**config.mk**
```make
export PLATFORM = sky130hd
export DESIGN_NAME = mass_top
export DESIGN_NICKNAME = d
export VERILOG_FILES = /design/src/hw/mass_pkg.sv /design/src/hw/mass_delay.sv /design/src/hw/mass_apb.sv /design/src/hw/mass_top.sv
export SDC_FILE = /design/constraint.sdc
export NUM_CORES = 1
export LEC_CHECK = 0
export ABC_AREA = 0
export BUFFER_PORTS_ARGS = -buffer_cell sky130_fd_sc_hd__buf_2
export CAP_MARGIN = 10
export CORE_MARGIN = 4
export CORE_UTILIZATION = 42
export DETAILED_ROUTE_END_ITERATION = 7
export GPL_ROUTABILITY_DRIVEN = 0
export GPL_TIMING_DRIVEN = 0
export HOLD_SLACK_MARGIN = 0.03
export SYNTH_ARGS = -nofsm -noshare
export SYNTH_HDL_FRONTEND = slang
export SYNTH_SLANG_ARGS = --single-unit
```
**constraint.sdc**
```tcl
create_clock -name pclk -period 2.5 [get_ports pclk]
set_input_delay 0.375 -clock pclk [delete_from_list [all_inputs] [get_ports pclk]]
set_output_delay 0.375 -clock pclk [all_outputs]
set_load 0.03 [all_outputs]
```
**src/hw/mass_pkg.sv**
```systemverilog
package mass_pkg;

  localparam int unsigned CLK_FREQ_HZ = 100_000_000;
  localparam int unsigned OFFSET_TO_BIAS_DELAY_MS = 2;
  localparam int unsigned OFFSET_TO_BIAS_MIN_MS = 1;
  localparam int unsigned OFFSET_TO_BIAS_CYCLES = OFFSET_TO_BIAS_DELAY_MS * (CLK_FREQ_HZ / 1000);
  localparam int unsigned PARK_TIMEOUT_CYCLES = 1000;
  localparam int unsigned DELAY_W = 24;

  // Register offsets
  localparam logic [7:0] REG_CTRL = 8'h00;
  localparam logic [7:0] REG_STATUS = 8'h04;
  localparam logic [7:0] REG_DELAY = 8'h08;

  // Control bits
  localparam int unsigned CTRL_POWER_ON = 0;
  localparam int unsigned CTRL_PARK_DONE = 1;
  localparam int unsigned CTRL_BIAS_DONE = 2;

  // Status bits
  localparam int unsigned STAT_STATE_LSB = 0;
  localparam int unsigned STAT_STATE_W = 4;
  localparam int unsigned STAT_PGOOD = 4;
  localparam int unsigned STAT_EMERG = 5;

  typedef enum logic [3:0] {
    MASS_OFF,
    MASS_WAIT_HOLD,
    MASS_LOGIC_UP,
    MASS_OFFSET_UP,
    MASS_BIAS_DELAY,
    MASS_BIAS_CMD,
    MASS_RUN,
    MASS_PARK,
    MASS_DOWN_OFFSET,
    MASS_DISCHARGE,
    MASS_EMERG
  } mass_state_type;

  typedef struct packed {
    logic logic_supply_en;
    logic mirror_offset_supply_en;
    logic mirror_bias_supply_en;
    logic mirror_release_supply_en;
    logic power_down_n;
    logic mirror_output_disable_n;
    logic logic_inputs_en;
    logic global_bias_cmd;
    logic park_req;
  } mass_drive_type;

  typedef struct packed {
    logic logic_supply_good;
    logic offset_power_good;
    logic supplies_discharged;
    logic output_enable_hold_n;
    logic power_lost;
  } mass_sense_type;

endpackage

```
**src/hw/mass_delay.sv**
```systemverilog
`timescale 1ns/10ps
module mass_delay
#(
  parameter int unsigned WIDTH = 24
)
(
  input wire logic pclk,
  input wire logic presetn,
  input wire logic start,
  input wire logic [WIDTH-1:0] cycles,
  output logic done
);
  logic [WIDTH-1:0] count_q;
  logic busy_q;

  always_ff @(posedge pclk or negedge presetn)
  begin
    if (!presetn)
    begin
      count_q <= '0;
      busy_q <= 1'b0;
      done <= 1'b0;
    end
    else if (start)
    begin
      count_q <= cycles;
      busy_q <= 1'b1;
      done <= 1'b0;
    end
    else if (busy_q)
    begin
      if (count_q <= 1)
      begin
        busy_q <= 1'b0;
        done <= 1'b1;
      end
      else
      begin
        count_q <= count_q - 1'b1;
      end
    end
  end
endmodule

```
**src/hw/mass_apb.sv**
```systemverilog
`timescale 1ns/10ps
module mass_apb
(
  input wire logic pclk,
  input wire logic presetn,
  input wire logic psel,
  input wire logic penable,
  input wire logic pwrite,
  input wire logic [7:0] paddr,
  input wire logic [31:0] pwdata,
  input wire logic [31:0] status,
  output logic [31:0] prdata,
  output logic pready,
  output logic pslverr,
  output logic [31:0] ctrl_q,
  output logic [23:0] delay_q
);
  import mass_pkg::*;

  logic access;
  logic commit;

  // Read data and error are set up in the setup cycle; a write lands only at the ready edge
  assign access = psel && !penable;
  assign commit = psel && penable && pready && pwrite;

  always_ff @(posedge pclk or negedge presetn)
  begin
    if (!presetn)
    begin
      ctrl_q <= '0;
      delay_q <= DELAY_W'(OFFSET_TO_BIAS_CYCLES);
      prdata <= '0;
      pready <= 1'b0;
      pslverr <= 1'b0;
    end
    else
    begin
      pready <= access;
      pslverr <= 1'b0;
      if (commit)
      begin
        case (paddr)
          REG_CTRL:
            ctrl_q <= pwdata;
          REG_DELAY:
            delay_q <= pwdata[23:0];
          default:
          begin
          end
        endcase
      end
      if (access)
      begin
        case (paddr)
          REG_CTRL:
            prdata <= ctrl_q;
          REG_STATUS:
            prdata <= status;
          REG_DELAY:
            prdata <= {8'h00, delay_q};
          default:
          begin
            prdata <= '0;
            pslverr <= 1'b1;
          end
        endcase
      end
    end
  end
endmodule

```
**src/hw/mass_top.sv**
```systemverilog
`timescale 1ns/10ps
module mass_top
(
  input wire logic pclk,
  input wire logic presetn,
  input wire logic psel,
  input wire logic penable,
  input wire logic pwrite,
  input wire logic [7:0] paddr,
  input wire logic [31:0] pwdata,
  output logic [31:0] prdata,
  output logic pready,
  output logic pslverr,
  input wire mass_pkg::mass_sense_type sense,
  output mass_pkg::mass_drive_type drive
);
  import mass_pkg::*;

  // ---------------------------------------------------------------
  // Register bus
  // ---------------------------------------------------------------
  logic [31:0] ctrl_q;
  logic [23:0] delay_q;
  logic [31:0] status;
  mass_state_type state_q;
  logic emerg_q;

  assign status = {26'h0, emerg_q, sense.offset_power_good, state_q};

  mass_apb u_apb (
    .pclk(pclk),
    .presetn(presetn),
    .psel(psel),
    .penable(penable),
    .pwrite(pwrite),
    .paddr(paddr),
    .pwdata(pwdata),
    .status(status),
    .prdata(prdata),
    .pready(pready),
    .pslverr(pslverr),
    .ctrl_q(ctrl_q),
    .delay_q(delay_q)
  );

  // ---------------------------------------------------------------
  // Offset-to-bias delay
  // ---------------------------------------------------------------
  logic delay_start;
  logic delay_done;

  assign delay_start = (state_q == MASS_OFFSET_UP) && sense.offset_power_good;

  mass_delay #(.WIDTH(DELAY_W)) u_delay (
    .pclk(pclk),
    .presetn(presetn),
    .start(delay_start),
    .cycles(delay_q),
    .done(delay_done)
  );

  // ---------------------------------------------------------------
  // Sequencer
  // ---------------------------------------------------------------
  always_ff @(posedge pclk or negedge presetn)
  begin
    if (!presetn)
    begin
      state_q <= MASS_OFF;
      emerg_q <= 1'b0;
    end
    else if (sense.power_lost && state_q != MASS_OFF && state_q != MASS_EMERG
             && state_q != MASS_DISCHARGE)
    begin
      state_q <= MASS_EMERG;
      emerg_q <= 1'b1;
    end
    else
    begin
      case (state_q)
        MASS_OFF:
          // No new power-up while input power is failing
          if (ctrl_q[CTRL_POWER_ON] && !sense.power_lost)
          begin
            emerg_q <= 1'b0;
            state_q <= MASS_WAIT_HOLD;
          end
        MASS_WAIT_HOLD:
          if (sense.output_enable_hold_n)
            state_q <= MASS_LOGIC_UP;
        MASS_LOGIC_UP:
          if (sense.logic_supply_good)
            state_q <= MASS_OFFSET_UP;
        MASS_OFFSET_UP:
          if (sense.offset_power_good)
            state_q <= MASS_BIAS_DELAY;
        MASS_BIAS_DELAY:
          if (delay_done)
            state_q <= MASS_BIAS_CMD;
        MASS_BIAS_CMD:
          if (ctrl_q[CTRL_BIAS_DONE])
            state_q <= MASS_RUN;
        MASS_RUN:
          if (!ctrl_q[CTRL_POWER_ON])
            state_q <= MASS_PARK;
        MASS_PARK:
          if (ctrl_q[CTRL_PARK_DONE])
            state_q <= MASS_DOWN_OFFSET;
        MASS_DOWN_OFFSET:
          if (!sense.offset_power_good)
            state_q <= MASS_DISCHARGE;
        MASS_DISCHARGE:
          if (sense.supplies_discharged)
            state_q <= MASS_OFF;
        MASS_EMERG:
          if (!sense.offset_power_good)
            state_q <= MASS_DISCHARGE;
        default:
          state_q <= MASS_OFF;
      endcase
    end
  end

  // ---------------------------------------------------------------
  // Supply enables
  // ---------------------------------------------------------------
  always_ff @(posedge pclk or negedge presetn)
  begin
    if (!presetn)
    begin
      drive.logic_supply_en <= 1'b0;
      drive.mirror_offset_supply_en <= 1'b0;
      drive.mirror_bias_supply_en <= 1'b0;
      drive.mirror_release_supply_en <= 1'b0;
    end
    else
    begin
      drive.logic_supply_en <= state_q != MASS_OFF && state_q != MASS_WAIT_HOLD;
      drive.mirror_offset_supply_en <= state_q inside {MASS_OFFSET_UP, MASS_BIAS_DELAY,
        MASS_BIAS_CMD, MASS_RUN, MASS_PARK} || (state_q == MASS_EMERG && !drive.mirror_output_disable_n);
      // Bias and release raised together; their order does not matter
      drive.mirror_bias_supply_en <= state_q inside {MASS_BIAS_CMD, MASS_RUN, MASS_PARK};
      drive.mirror_release_supply_en <= state_q inside {MASS_BIAS_CMD, MASS_RUN, MASS_PARK};
    end
  end

  // ---------------------------------------------------------------
  // Array control signals
  // ---------------------------------------------------------------
  always_ff @(posedge pclk or negedge presetn)
  begin
    if (!presetn)
    begin
      drive.power_down_n <= 1'b0;
      drive.mirror_output_disable_n <= 1'b0;
      drive.logic_inputs_en <= 1'b0;
      drive.global_bias_cmd <= 1'b0;
      drive.park_req <= 1'b0;
    end
    else
    begin
      drive.power_down_n <= state_q inside {MASS_OFFSET_UP, MASS_BIAS_DELAY,
        MASS_BIAS_CMD, MASS_RUN, MASS_PARK};
      drive.logic_inputs_en <= sense.logic_supply_good && state_q inside {MASS_OFFSET_UP,
        MASS_BIAS_DELAY, MASS_BIAS_CMD, MASS_RUN, MASS_PARK};
      drive.global_bias_cmd <= state_q == MASS_BIAS_CMD;
      drive.park_req <= state_q == MASS_PARK;
      // High only in emergency, set one cycle after entering MASS_EMERG, to request an emergency park
      drive.mirror_output_disable_n <= state_q == MASS_EMERG;
    end
  end
endmodule

```
* Yosys cells after proc, flatten, opt, wreduce, memory -nomap -nowiden
Cells that the tools add are included.
** Word-level totals
- Flip-flop bits (word level) :: 129
- Logic and storage cells :: 106
- Input bits :: 50
** Cells by class
- Muxes and demuxes :: 27
- $add $sub $neg :: 1
- Reductions and logical operators :: 33
- $lt $le $gt $ge :: 1
- Equality and inequality tests :: 26
** Operators with widths (number)
- 32-bit case mux with 3 select lines :: 1
- 24-bit two-way mux :: 3
- 4-bit two-way mux :: 11
- 4-bit case mux with 10 select lines :: 1
- 24-bit by 1-bit <= comparator with 1-bit output (second input constant) :: 1
- 24-bit by 1-bit subtractor with 24-bit output (second input constant) :: 1
- 4-bit by 3-bit equality test with 1-bit output (second input constant) :: 4
- 3-bit by 2-bit inequality test with 1-bit output (second input constant) :: 5
- 3-bit inequality test (second input constant) :: 5
- 4-bit equality test (second input constant) :: 3
- 1-bit logical AND :: 12
- 1-bit two-way mux :: 11
- 10-bit AND reduction :: 1
- 2-bit AND reduction :: 5
- 4-bit by 2-bit equality test with 1-bit output (second input constant) :: 2
- 8-bit by 3-bit equality test with 1-bit output (second input constant) :: 1
- 8-bit by 4-bit equality test with 1-bit output (second input constant) :: 1
- 8-bit logical NOT :: 1
- 4-bit inequality test (second input constant) :: 2
- 2-bit nonzero test :: 4
- 5-bit nonzero test :: 1
- 4-bit by 1-bit equality test with 1-bit output (second input constant) :: 1
- 4-bit logical NOT :: 1
- 4-bit by 1-bit inequality test with 1-bit output (second input constant) :: 1
- other kinds (7) :: 9

* Longest topological paths before layout
Gate-level depths: netlist (run 1).
- Depth in word-level cells :: 6
- Depth in mapped cells :: 8
- Mapped depth without buffers :: 8

* By module
Synthesis (run 1) repeated with hierarchy kept, for this count alone.
** Second synthesis, totals
- Cells, all modules :: 553
- Area total of the unflattened synthesis :: 6313.6 um^2
** Modules (own cells, without submodules)
- mass_apb :: area each 3970.1 um^2, seq. area each 2259.7 um^2, instances 1, cells each 287
- mass_delay :: area each 1606.5 um^2, seq. area each 650.6 um^2, instances 1, cells each 182
- mass_top :: area each 737.0 um^2, seq. area each 325.3 um^2, instances 1, cells each 84

* Worst setup path after synthesis (run 1)
Ideal clock, no wire load.
- Kind :: in2reg
- Start point :: input port paddr[5]
- End point :: register u_apb.ctrl_q[10]
- Required time :: 2.375 ns
- Setup time :: 0.125 ns
- Stages on the path :: 6
- Setup slack :: 0.500 ns
- Data arrival time :: 1.875 ns
- Path buffers :: 2
- Path through :: nor4_2 > nand2_2 > or4_4 > buf_6 > buf_6 > mux2_4
** On the way
- Longest elaborated chain between the ends :: 2
** Ends and longest elaborated chain
- start, declared :: RTL line mass_top.sv:9 : input wire logic [7:0] paddr,
- 8-bit logical NOT :: RTL line mass_apb.sv:43 : case (paddr)
- 2-bit AND reduction (no source line)
- end signal, assigned :: RTL line mass_apb.sv:45 : ctrl_q <= pwdata;
- end, declared :: RTL line mass_apb.sv:15 : output logic [31:0] ctrl_q,
No other way between the ends.
A chain may end at the register's enable or synchronous reset.

* Worst setup path after layout (run 1)
- Start point :: register state_q[0]
- End point :: register u_delay.count_q[5]
** On the way
- Longest elaborated chain between the ends :: 4
- Elaborated cells on any way between the ends :: 6
- Classes of those cells :: eq/ne: 2; mux: 1; reduce/logical: 3
** Ends and longest elaborated chain
- start, declared :: RTL line mass_top.sv:25 : mass_state_type state_q;
- start signal, assigned :: RTL line mass_top.sv:69 : state_q <= MASS_OFF;
- start signal, assigned :: RTL line mass_top.sv:75 : state_q <= MASS_EMERG;
- start signal, assigned :: RTL line mass_top.sv:86 : state_q <= MASS_WAIT_HOLD;
- 4-bit by 2-bit equality test with 1-bit output (*) :: RTL line mass_top.sv:52 : assign delay_start = (state_q == MASS_OFFSET_UP) && sense.offset_power_good;
- 1-bit logical AND (*) :: RTL line mass_top.sv:52
- 2-bit inequality test (no source line) / 2-bit nonzero test (equally long branches)
- 2-bit AND reduction (no source line)
- end signal, assigned :: RTL line mass_delay.sv:26 : count_q <= cycles;
- end signal, assigned :: RTL line mass_delay.sv:39 : count_q <= count_q - 1'b1;
- end, declared :: RTL line mass_delay.sv:13 : logic [WIDTH-1:0] count_q;
Every way passes the cells marked *; elsewhere a longest branch is shown, timed or not.

==> flow_metrics.tcl, run 1 <==
set metrics [dict create \
    ys_ff_latch 129 \
    powerDensity_mw_per_mm2 911.5 \
    synth_edf_count 0 \
    tightestPinTransition_ns 0.6563 \
    ys.flop_type "dfrtp_1" \
    syn_to_final_growth_pct 22.55 \
    synth_top_cell_by_area "dfrtp_1" \
    wl_per_cell_um 16.65 \
    grt_max_degree 70 \
    post-route-util 0.5227 \
    cts_max_level 4 \
    synth_area_leaders "dfrtp_1, mux2_4, mux2_2" \
    status "finished clean" \
    p_leak_nw 3.528 \
    path_clk_slew_ns 0.05 \
    worst_ep_required_time_ns 2.77 \
    cts_buffers 17 \
    dr_total_vias 4416 \
    critPathMaxStageDelay_ns 0.44 \
    initial_utilization 0.4265 \
    cp-end-kind "flip-flop" \
    fillers 1243 \
    startpoint_type "flip-flop" \
    antenna_left 0 \
    die_w_um 126.5 \
    finalPower_mw 6.588 \
    path_class "reg -> reg" \
    clk_latency_ns 0.42 \
    path_max_fanout 10 \
    hold_slack_ns 0.1593 \
    grt_pass1_vias 4554 \
    maxCapViolations 0 \
    io_pins 93 \
    synth_top_area_frac 0.5220 \
    hpwlAfterDp_mm 10.04 \
    grt_pass1_wl_mm 23.18 \
    io_buffers 92 \
    first_pass_iters 4 \
    antenna_found_initial 0 \
    drt-total-wl_mm 13.87 \
    drive_gt1_frac 0.3093 \
    setup_viol 0 \
    hold_path.class "in -> reg" \
    post-cts-setup-buffers 0 \
    clkSinkCount 129 \
    cp_common_cell "clkbuf_1" \
    fin_skew_ns 0.005866 \
    postSynthNetCount 579 \
    crit_arrival_ns 2.50 \
    synthArstFlopShare 1.000 \
    fin_nets 692 \
    synthCells 527 \
    drc 0 \
    slew_headroom 0.5584 \
    clockBufferDepth 2 \
    hold_viol_final 0 \
    diodes 0 \
    synth_warnings 0 \
    gr-total-overflow 0 \
    rows 43 \
    drtIter0Drc 189 \
    coreArea_mm2 0.01383 \
    ir_drop_uv 509.2 \
    cts_tree "done" \
    crit_chain "nor2b_1 > and3_1 > clkbuf_1 > clkbuf_1 > o21ai_0" \
    yosysSeqAreaShare 0.5487 \
    die_h_um 126.5 \
    period_needed_ns 2.235 \
    dieArea_mm2 0.01600 \
    dp.cells 800 \
    max_freq_ghz 0.4474 \
    cts_root_buf "clkbuf_16" \
    finalMaxSlewViolations 0 \
    fin_crit_sh 0.8940 \
    netlist-cell-type-count 55 \
    stdcell_area_mm2 0.007227 \
    synth_area_mm2 0.005897 \
    critical-path-slowest-cell "dfrtp_1" \
    fin_cells 833 \
    syn_avg_cell_area_um2 11.19 \
    grtUsageTotal 0.1819 \
    via_per_inst 5.301 \
    placed_cell_area_mm2 0.006616 \
    rsz0062_at_grt "false" \
]
power breakdown:
group,leakage [nW],internal (mW),switching [mW]
clock,0.279,1.57,0.880
sequential,1.68,2.40,0.292
combinational,1.57,0.573,0.875
total,3.53,4.54,2.05
timing repair:
item,4_1_cts,5_1_grt
setup endpoints to repair,0,2
hold endpoints to repair,57,0
resized for setup,0,1
hold buffers,1,0
worst max-delay path, delay by kind of cell, from the launching register on:
family / cells / cell delay (ns)
buf+inv: 2 / 0.79
compound gates: 1 / 0.20
flops: 1 / 0.44
simple gates: 2 / 0.66
state kept, by name, summed over array words and instances, names as in the netlist:
name,flops
u_apb.pready,1
u_apb.prdata,32
u_apb.ctrl_q,32
u_delay.busy_q,1
u_apb.pslverr,1
u_apb.delay_q,24
state_q,4
u_delay.count_q,24
emerg_q,1
u_delay.done,1
drive,8
per-stage QoR:
step | setup slack, ns | setup TNS, ns
floorplan | 0.4997 | 0
global placement | -0.6137 | -74.66
detailed placement | 0.03965 | 0
CTS | 0.1681 | 0
global route | 0.03998 | 0
finish | 0.2650 | 0
Yosys cell counts, drive strengths merged, types with 4 or more instances:
cell    number
dfstp        6
xor2        10
xnor2        8
nand2b       6
inv          5
nor2        70
nand2       59
clkbuf      19
nor4         7
o21ai       28
and3         4
nor3        10
dfrtp      123
mux2i        8
mux2        57
or3          7
a221oi      19
buf          9
nand3       15
a21oi       17
nor2b        4
final cells by class:
cell class / instances / area (µm²) / share of cell area
Clock buffer: 24 / 491.7 / 0.06804
Multi-Input combinational cell: 365 / 2506 / 0.3468
Tap cell: 180 / 225.2 / 0.03116
Timing Repair Buffer: 94 / 504.2 / 0.06977
Buffer: 28 / 141.4 / 0.01956
Inverter: 5 / 18.77 / 0.002597
Sequential cell: 129 / 3236 / 0.4477
Clock inverter: 8 / 103.9 / 0.01437
cell families after synthesis:
kind of cell             after synthesis  synth area share
AO/OA/AOI/OAI                         79           0.08657
XOR/XNOR                              18           0.02673
adder cells (fa/ha/maj)                2          0.004243
buffers and inverters                 33           0.02716
flip-flops                           129            0.5487
multiplexers                          65            0.1415
AND/OR/NAND/NOR                      201            0.1651
worst paths after layout:
path	startpoint	to	slack, ns	cells after the start
setup / recovery	state_q[0]	u_delay.count_q[5]	0.27	5
hold / removal	sense[2]	state_q[0]	0.16	2
setup reg to reg	state_q[0]	u_delay.count_q[5]	0.27	5
hold reg to reg	u_apb.prdata[27]	u_apb.prdata[27]	0.46	2
max in group asynchronous	presetn	u_apb.delay_q[16]	1.22	3
min in group asynchronous	presetn	u_apb.prdata[29]	0.51	2
per-layer routing:
metal | track usage | wire length (µm) | share of wire | vias up
met5 | 0 | 0 | 0 | -
met4 | 0.05931 | 214 | 0.015 | 0
met3 | 0.05305 | 711 | 0.051 | 22
met2 | 0.2811 | 6405 | 0.46 | 101
met1 | 0.2478 | 6535 | 0.47 | 2203
li1 | - | - | - | 2090
layout by cell type, fill, tap and decap left out, types with 2 or more instances in the layout:
cell type / netlist / layout
or3_1: 7 / 7
o21ai_0: 28 / 28
buf_6: 4 / 5
nor4_1: 5 / 5
inv_1: 4 / 4
ha_1: 2 / 2
and3_1: 4 / 4
nand3_1: 15 / 15
xor2_1: 10 / 10
dfrtp_1: 123 / 123
clkbuf_8: 0 / 4
mux2i_1: 8 / 8
nand3b_1: 2 / 2
nand4_1: 3 / 3
clkbuf_16: 0 / 17
nand2_1: 58 / 58
clkinvlp_4: 0 / 4
nand4b_1: 3 / 3
a21oi_1: 17 / 17
bufinv_16: 0 / 2
a211oi_1: 2 / 2
buf_2: 2 / 93
nor3b_1: 2 / 2
mux2_4: 30 / 30
nand2b_1: 6 / 6
dfstp_2: 6 / 6
nor2b_1: 4 / 4
o31ai_1: 2 / 2
nor3_2: 3 / 4
clkbuf_1: 19 / 22
a31oi_1: 2 / 2
buf_1: 2 / 2
mux2_2: 27 / 27
a221oi_1: 19 / 19
nor3_1: 7 / 6
xnor2_1: 8 / 8
nor2_1: 70 / 70
nor4_2: 2 / 2
(Power assumes the default switching activity.)
==> inputs of run 2 (changes only) <==
CORE_MARGIN = 1.5   (was 4)
==> run 2 against run 1 <==
Clock power down 7%. First-iteration DRC count up 23%. Largest cell class unchanged. Fmax down 0.10%.
==> flow_metrics.tcl, run 2 (synthesis results as in run 1) <==
set metrics [dict create \
    status "finished clean" \
    diodes 0 \
    path_class "reg -> reg" \
    syn_to_final_growth_pct 21.68 \
    initial_utilization 0.4281 \
    io_buffers 92 \
    path_clk_slew_ns 0.06 \
    cts_tree "done" \
    fillers 1268 \
    grtUsageTotal 0.1966 \
    clockPowerShare 0.355 \
    antenna_found_initial 0 \
    clk_latency_ns 0.42 \
    wl_per_cell_um 16.29 \
    slew_headroom 0.5675 \
    post-cts-setup-buffers 0 \
    drc 0 \
    worst_ep_required_time_ns 2.77 \
    placed_cell_area_mm2 0.006616 \
    setup_viol 0 \
    fin_nets 692 \
    p_leak_nw 3.511 \
    p_int_mw 4.362 \
    swShare 0.3206 \
    powerDensity_mw_per_mm2 894.8 \
    stdcell_area_mm2 0.007176 \
    drtIter0Drc 233 \
    maxCapViolations 0 \
    grt_pass1_wl_mm 22.35 \
    p_seq_frac 0.418 \
    finalMaxSlewViolations 0 \
    rows 43 \
    combinationalPowerShare 0.228 \
    multi_input_area_mm2 0.002506 \
    rsz0062_at_grt "false" \
    startpoint_type "flip-flop" \
    grt_max_degree 100 \
    power_switching_mw 2.058 \
    antenna_left 0 \
    hold_viol_final 0 \
    via_per_inst 5.265 \
    io_pins 93 \
    die_w_um 121.5 \
    coreArea_mm2 0.01377 \
    post-place-ws_ns -0.03805 \
    ir_drop_uv 550.7 \
    fin_skew_ns 0.01045 \
    die_h_um 121.5 \
    path_max_fanout 7 \
    final_cell_mix "dfrtp_1, buf_2, nor2_1" \
    largest_registers "u_apb.ctrl_q (32), u_apb.prdata (32)" \
    hpwlAfterDp_mm 9.719 \
    cts_max_level 4 \
    grt_pass1_vias 4409 \
    gr-total-overflow 0 \
    fin_crit_sh 0.8949 \
    drt-total-wl_mm 13.57 \
    dieArea_mm2 0.01476 \
    cts_buffers 17 \
    cp-end-kind "flip-flop" \
    finalPower_mw 6.421 \
    period_needed_ns 2.237 \
    crit_chain "inv_1 > ha_1 > nor4bb_1 > nand3_1 > nor3_2 > and3_1 > xnor2_1 > a21oi_1" \
    critPathMaxStageDelay_ns 0.40 \
    critical-path-slowest-cell "dfrtp_1" \
    clockBufferDepth 2 \
    mostFrequentLayoutCell "dfrtp_1" \
    clkSinkCount 129 \
    cts_root_buf "clkbuf_16" \
    first_pass_iters 4 \
    hold_path.class "in -> reg" \
    dr_total_vias 4386 \
    drive_gt1_frac 0.3063 \
    max_freq_ghz 0.4470 \
    crit_arrival_ns 2.51 \
    regArea_mm2 0.003236 \
    worst_slack_ns 0.2628 \
    tightestPinTransition_ns 0.6428 \
]
[run 2: cell types whose count changed in the layout (fill, tap and decap cells not counted), sizes merged]
cell,previous run,this run
clkinvlp,4,2
bufinv,2,1
clkinv,2,5
clkbuf,43,42
inv,5,6
[run 2: power groups by stage]
stage / Clock, mW / Combinational (mW) / Sequential (mW)
floorplan: 0 / 0.926 / 2.78
global placement: 0 / 1.41 / 2.69
CTS: 2.33 / 1.46 / 2.68
detailed placement: 0 / 1.45 / 2.71
finish: 2.28 / 1.46 / 2.68
global route: 2.43 / 1.66 / 2.72
[run 2: worst paths after layout]
| check | from | to | slack (ns) | depth (start not counted) |
|---|---|---|---|---|
| max in group asynchronous | presetn | u_apb.delay_q[16] | 1.28 | 3 |
| min | sense[2] | state_q[0] | 0.16 | 2 |
| max reg2reg | u_delay.count_q[0] | u_delay.count_q[22] | 0.26 | 8 |
| min reg2reg | drive[3] | drive[7] | 0.46 | 1 |
| min in group asynchronous | presetn | u_apb.prdata[25] | 0.40 | 2 |
| max | u_delay.count_q[0] | u_delay.count_q[22] | 0.26 | 8 |
[run 2: critical path, delay by kind of cell, from the launching register on]
| kind | cells | cell delay, ns |
|---|---|---|
| and+or+nand+nor | 4 | 1.22 |
| adders and majority gates | 1 | 0.19 |
| DFF | 1 | 0.40 |
| AOI/OAI and AO/OA | 1 | 0.08 |
| xor gates and xnor gates | 1 | 0.12 |
| buffers and inverters | 1 | 0.10 |
[run 2: cell type report]
cell class	instances	area share
tap	180	0.03139
timing repair buffer	94	0.07027
clock inverter	9	0.01203
multi-input combinational	365	0.3493
buffer	28	0.01970
clock buffer	23	0.06382
sequential	129	0.4509
inverter	5	0.002616
[run 2: timing repair]
action                                  in CTS  in global routing
hold buffers                                 1                  0
endpoints found under the hold margin       29                  0
gates resized for setup                      0                  1
endpoints found under the setup margin       0                  3
[run 2: per-layer routing]
| metal | track usage | share of wire |
|---|---|---|
| met1 | 0.2725 | 0.47 |
| met2 | 0.3030 | 0.47 |
| met3 | 0.04699 | 0.051 |
| met4 | 0.06544 | 0.0098 |
| met5 | 0 | 0 |
[run 2: through the flow]
step                TNS, ns    util  hold WS [ns]  cells
floorplan                 0       -       0.07941    527
global placement     -73.50  0.4779        0.4464    799
detailed placement  -0.2133  0.4804        0.2759    800
CTS                       0  0.5206        0.1446    833
global route              0  0.5210        0.1675    833
finish                    0  0.5210        0.1566    833
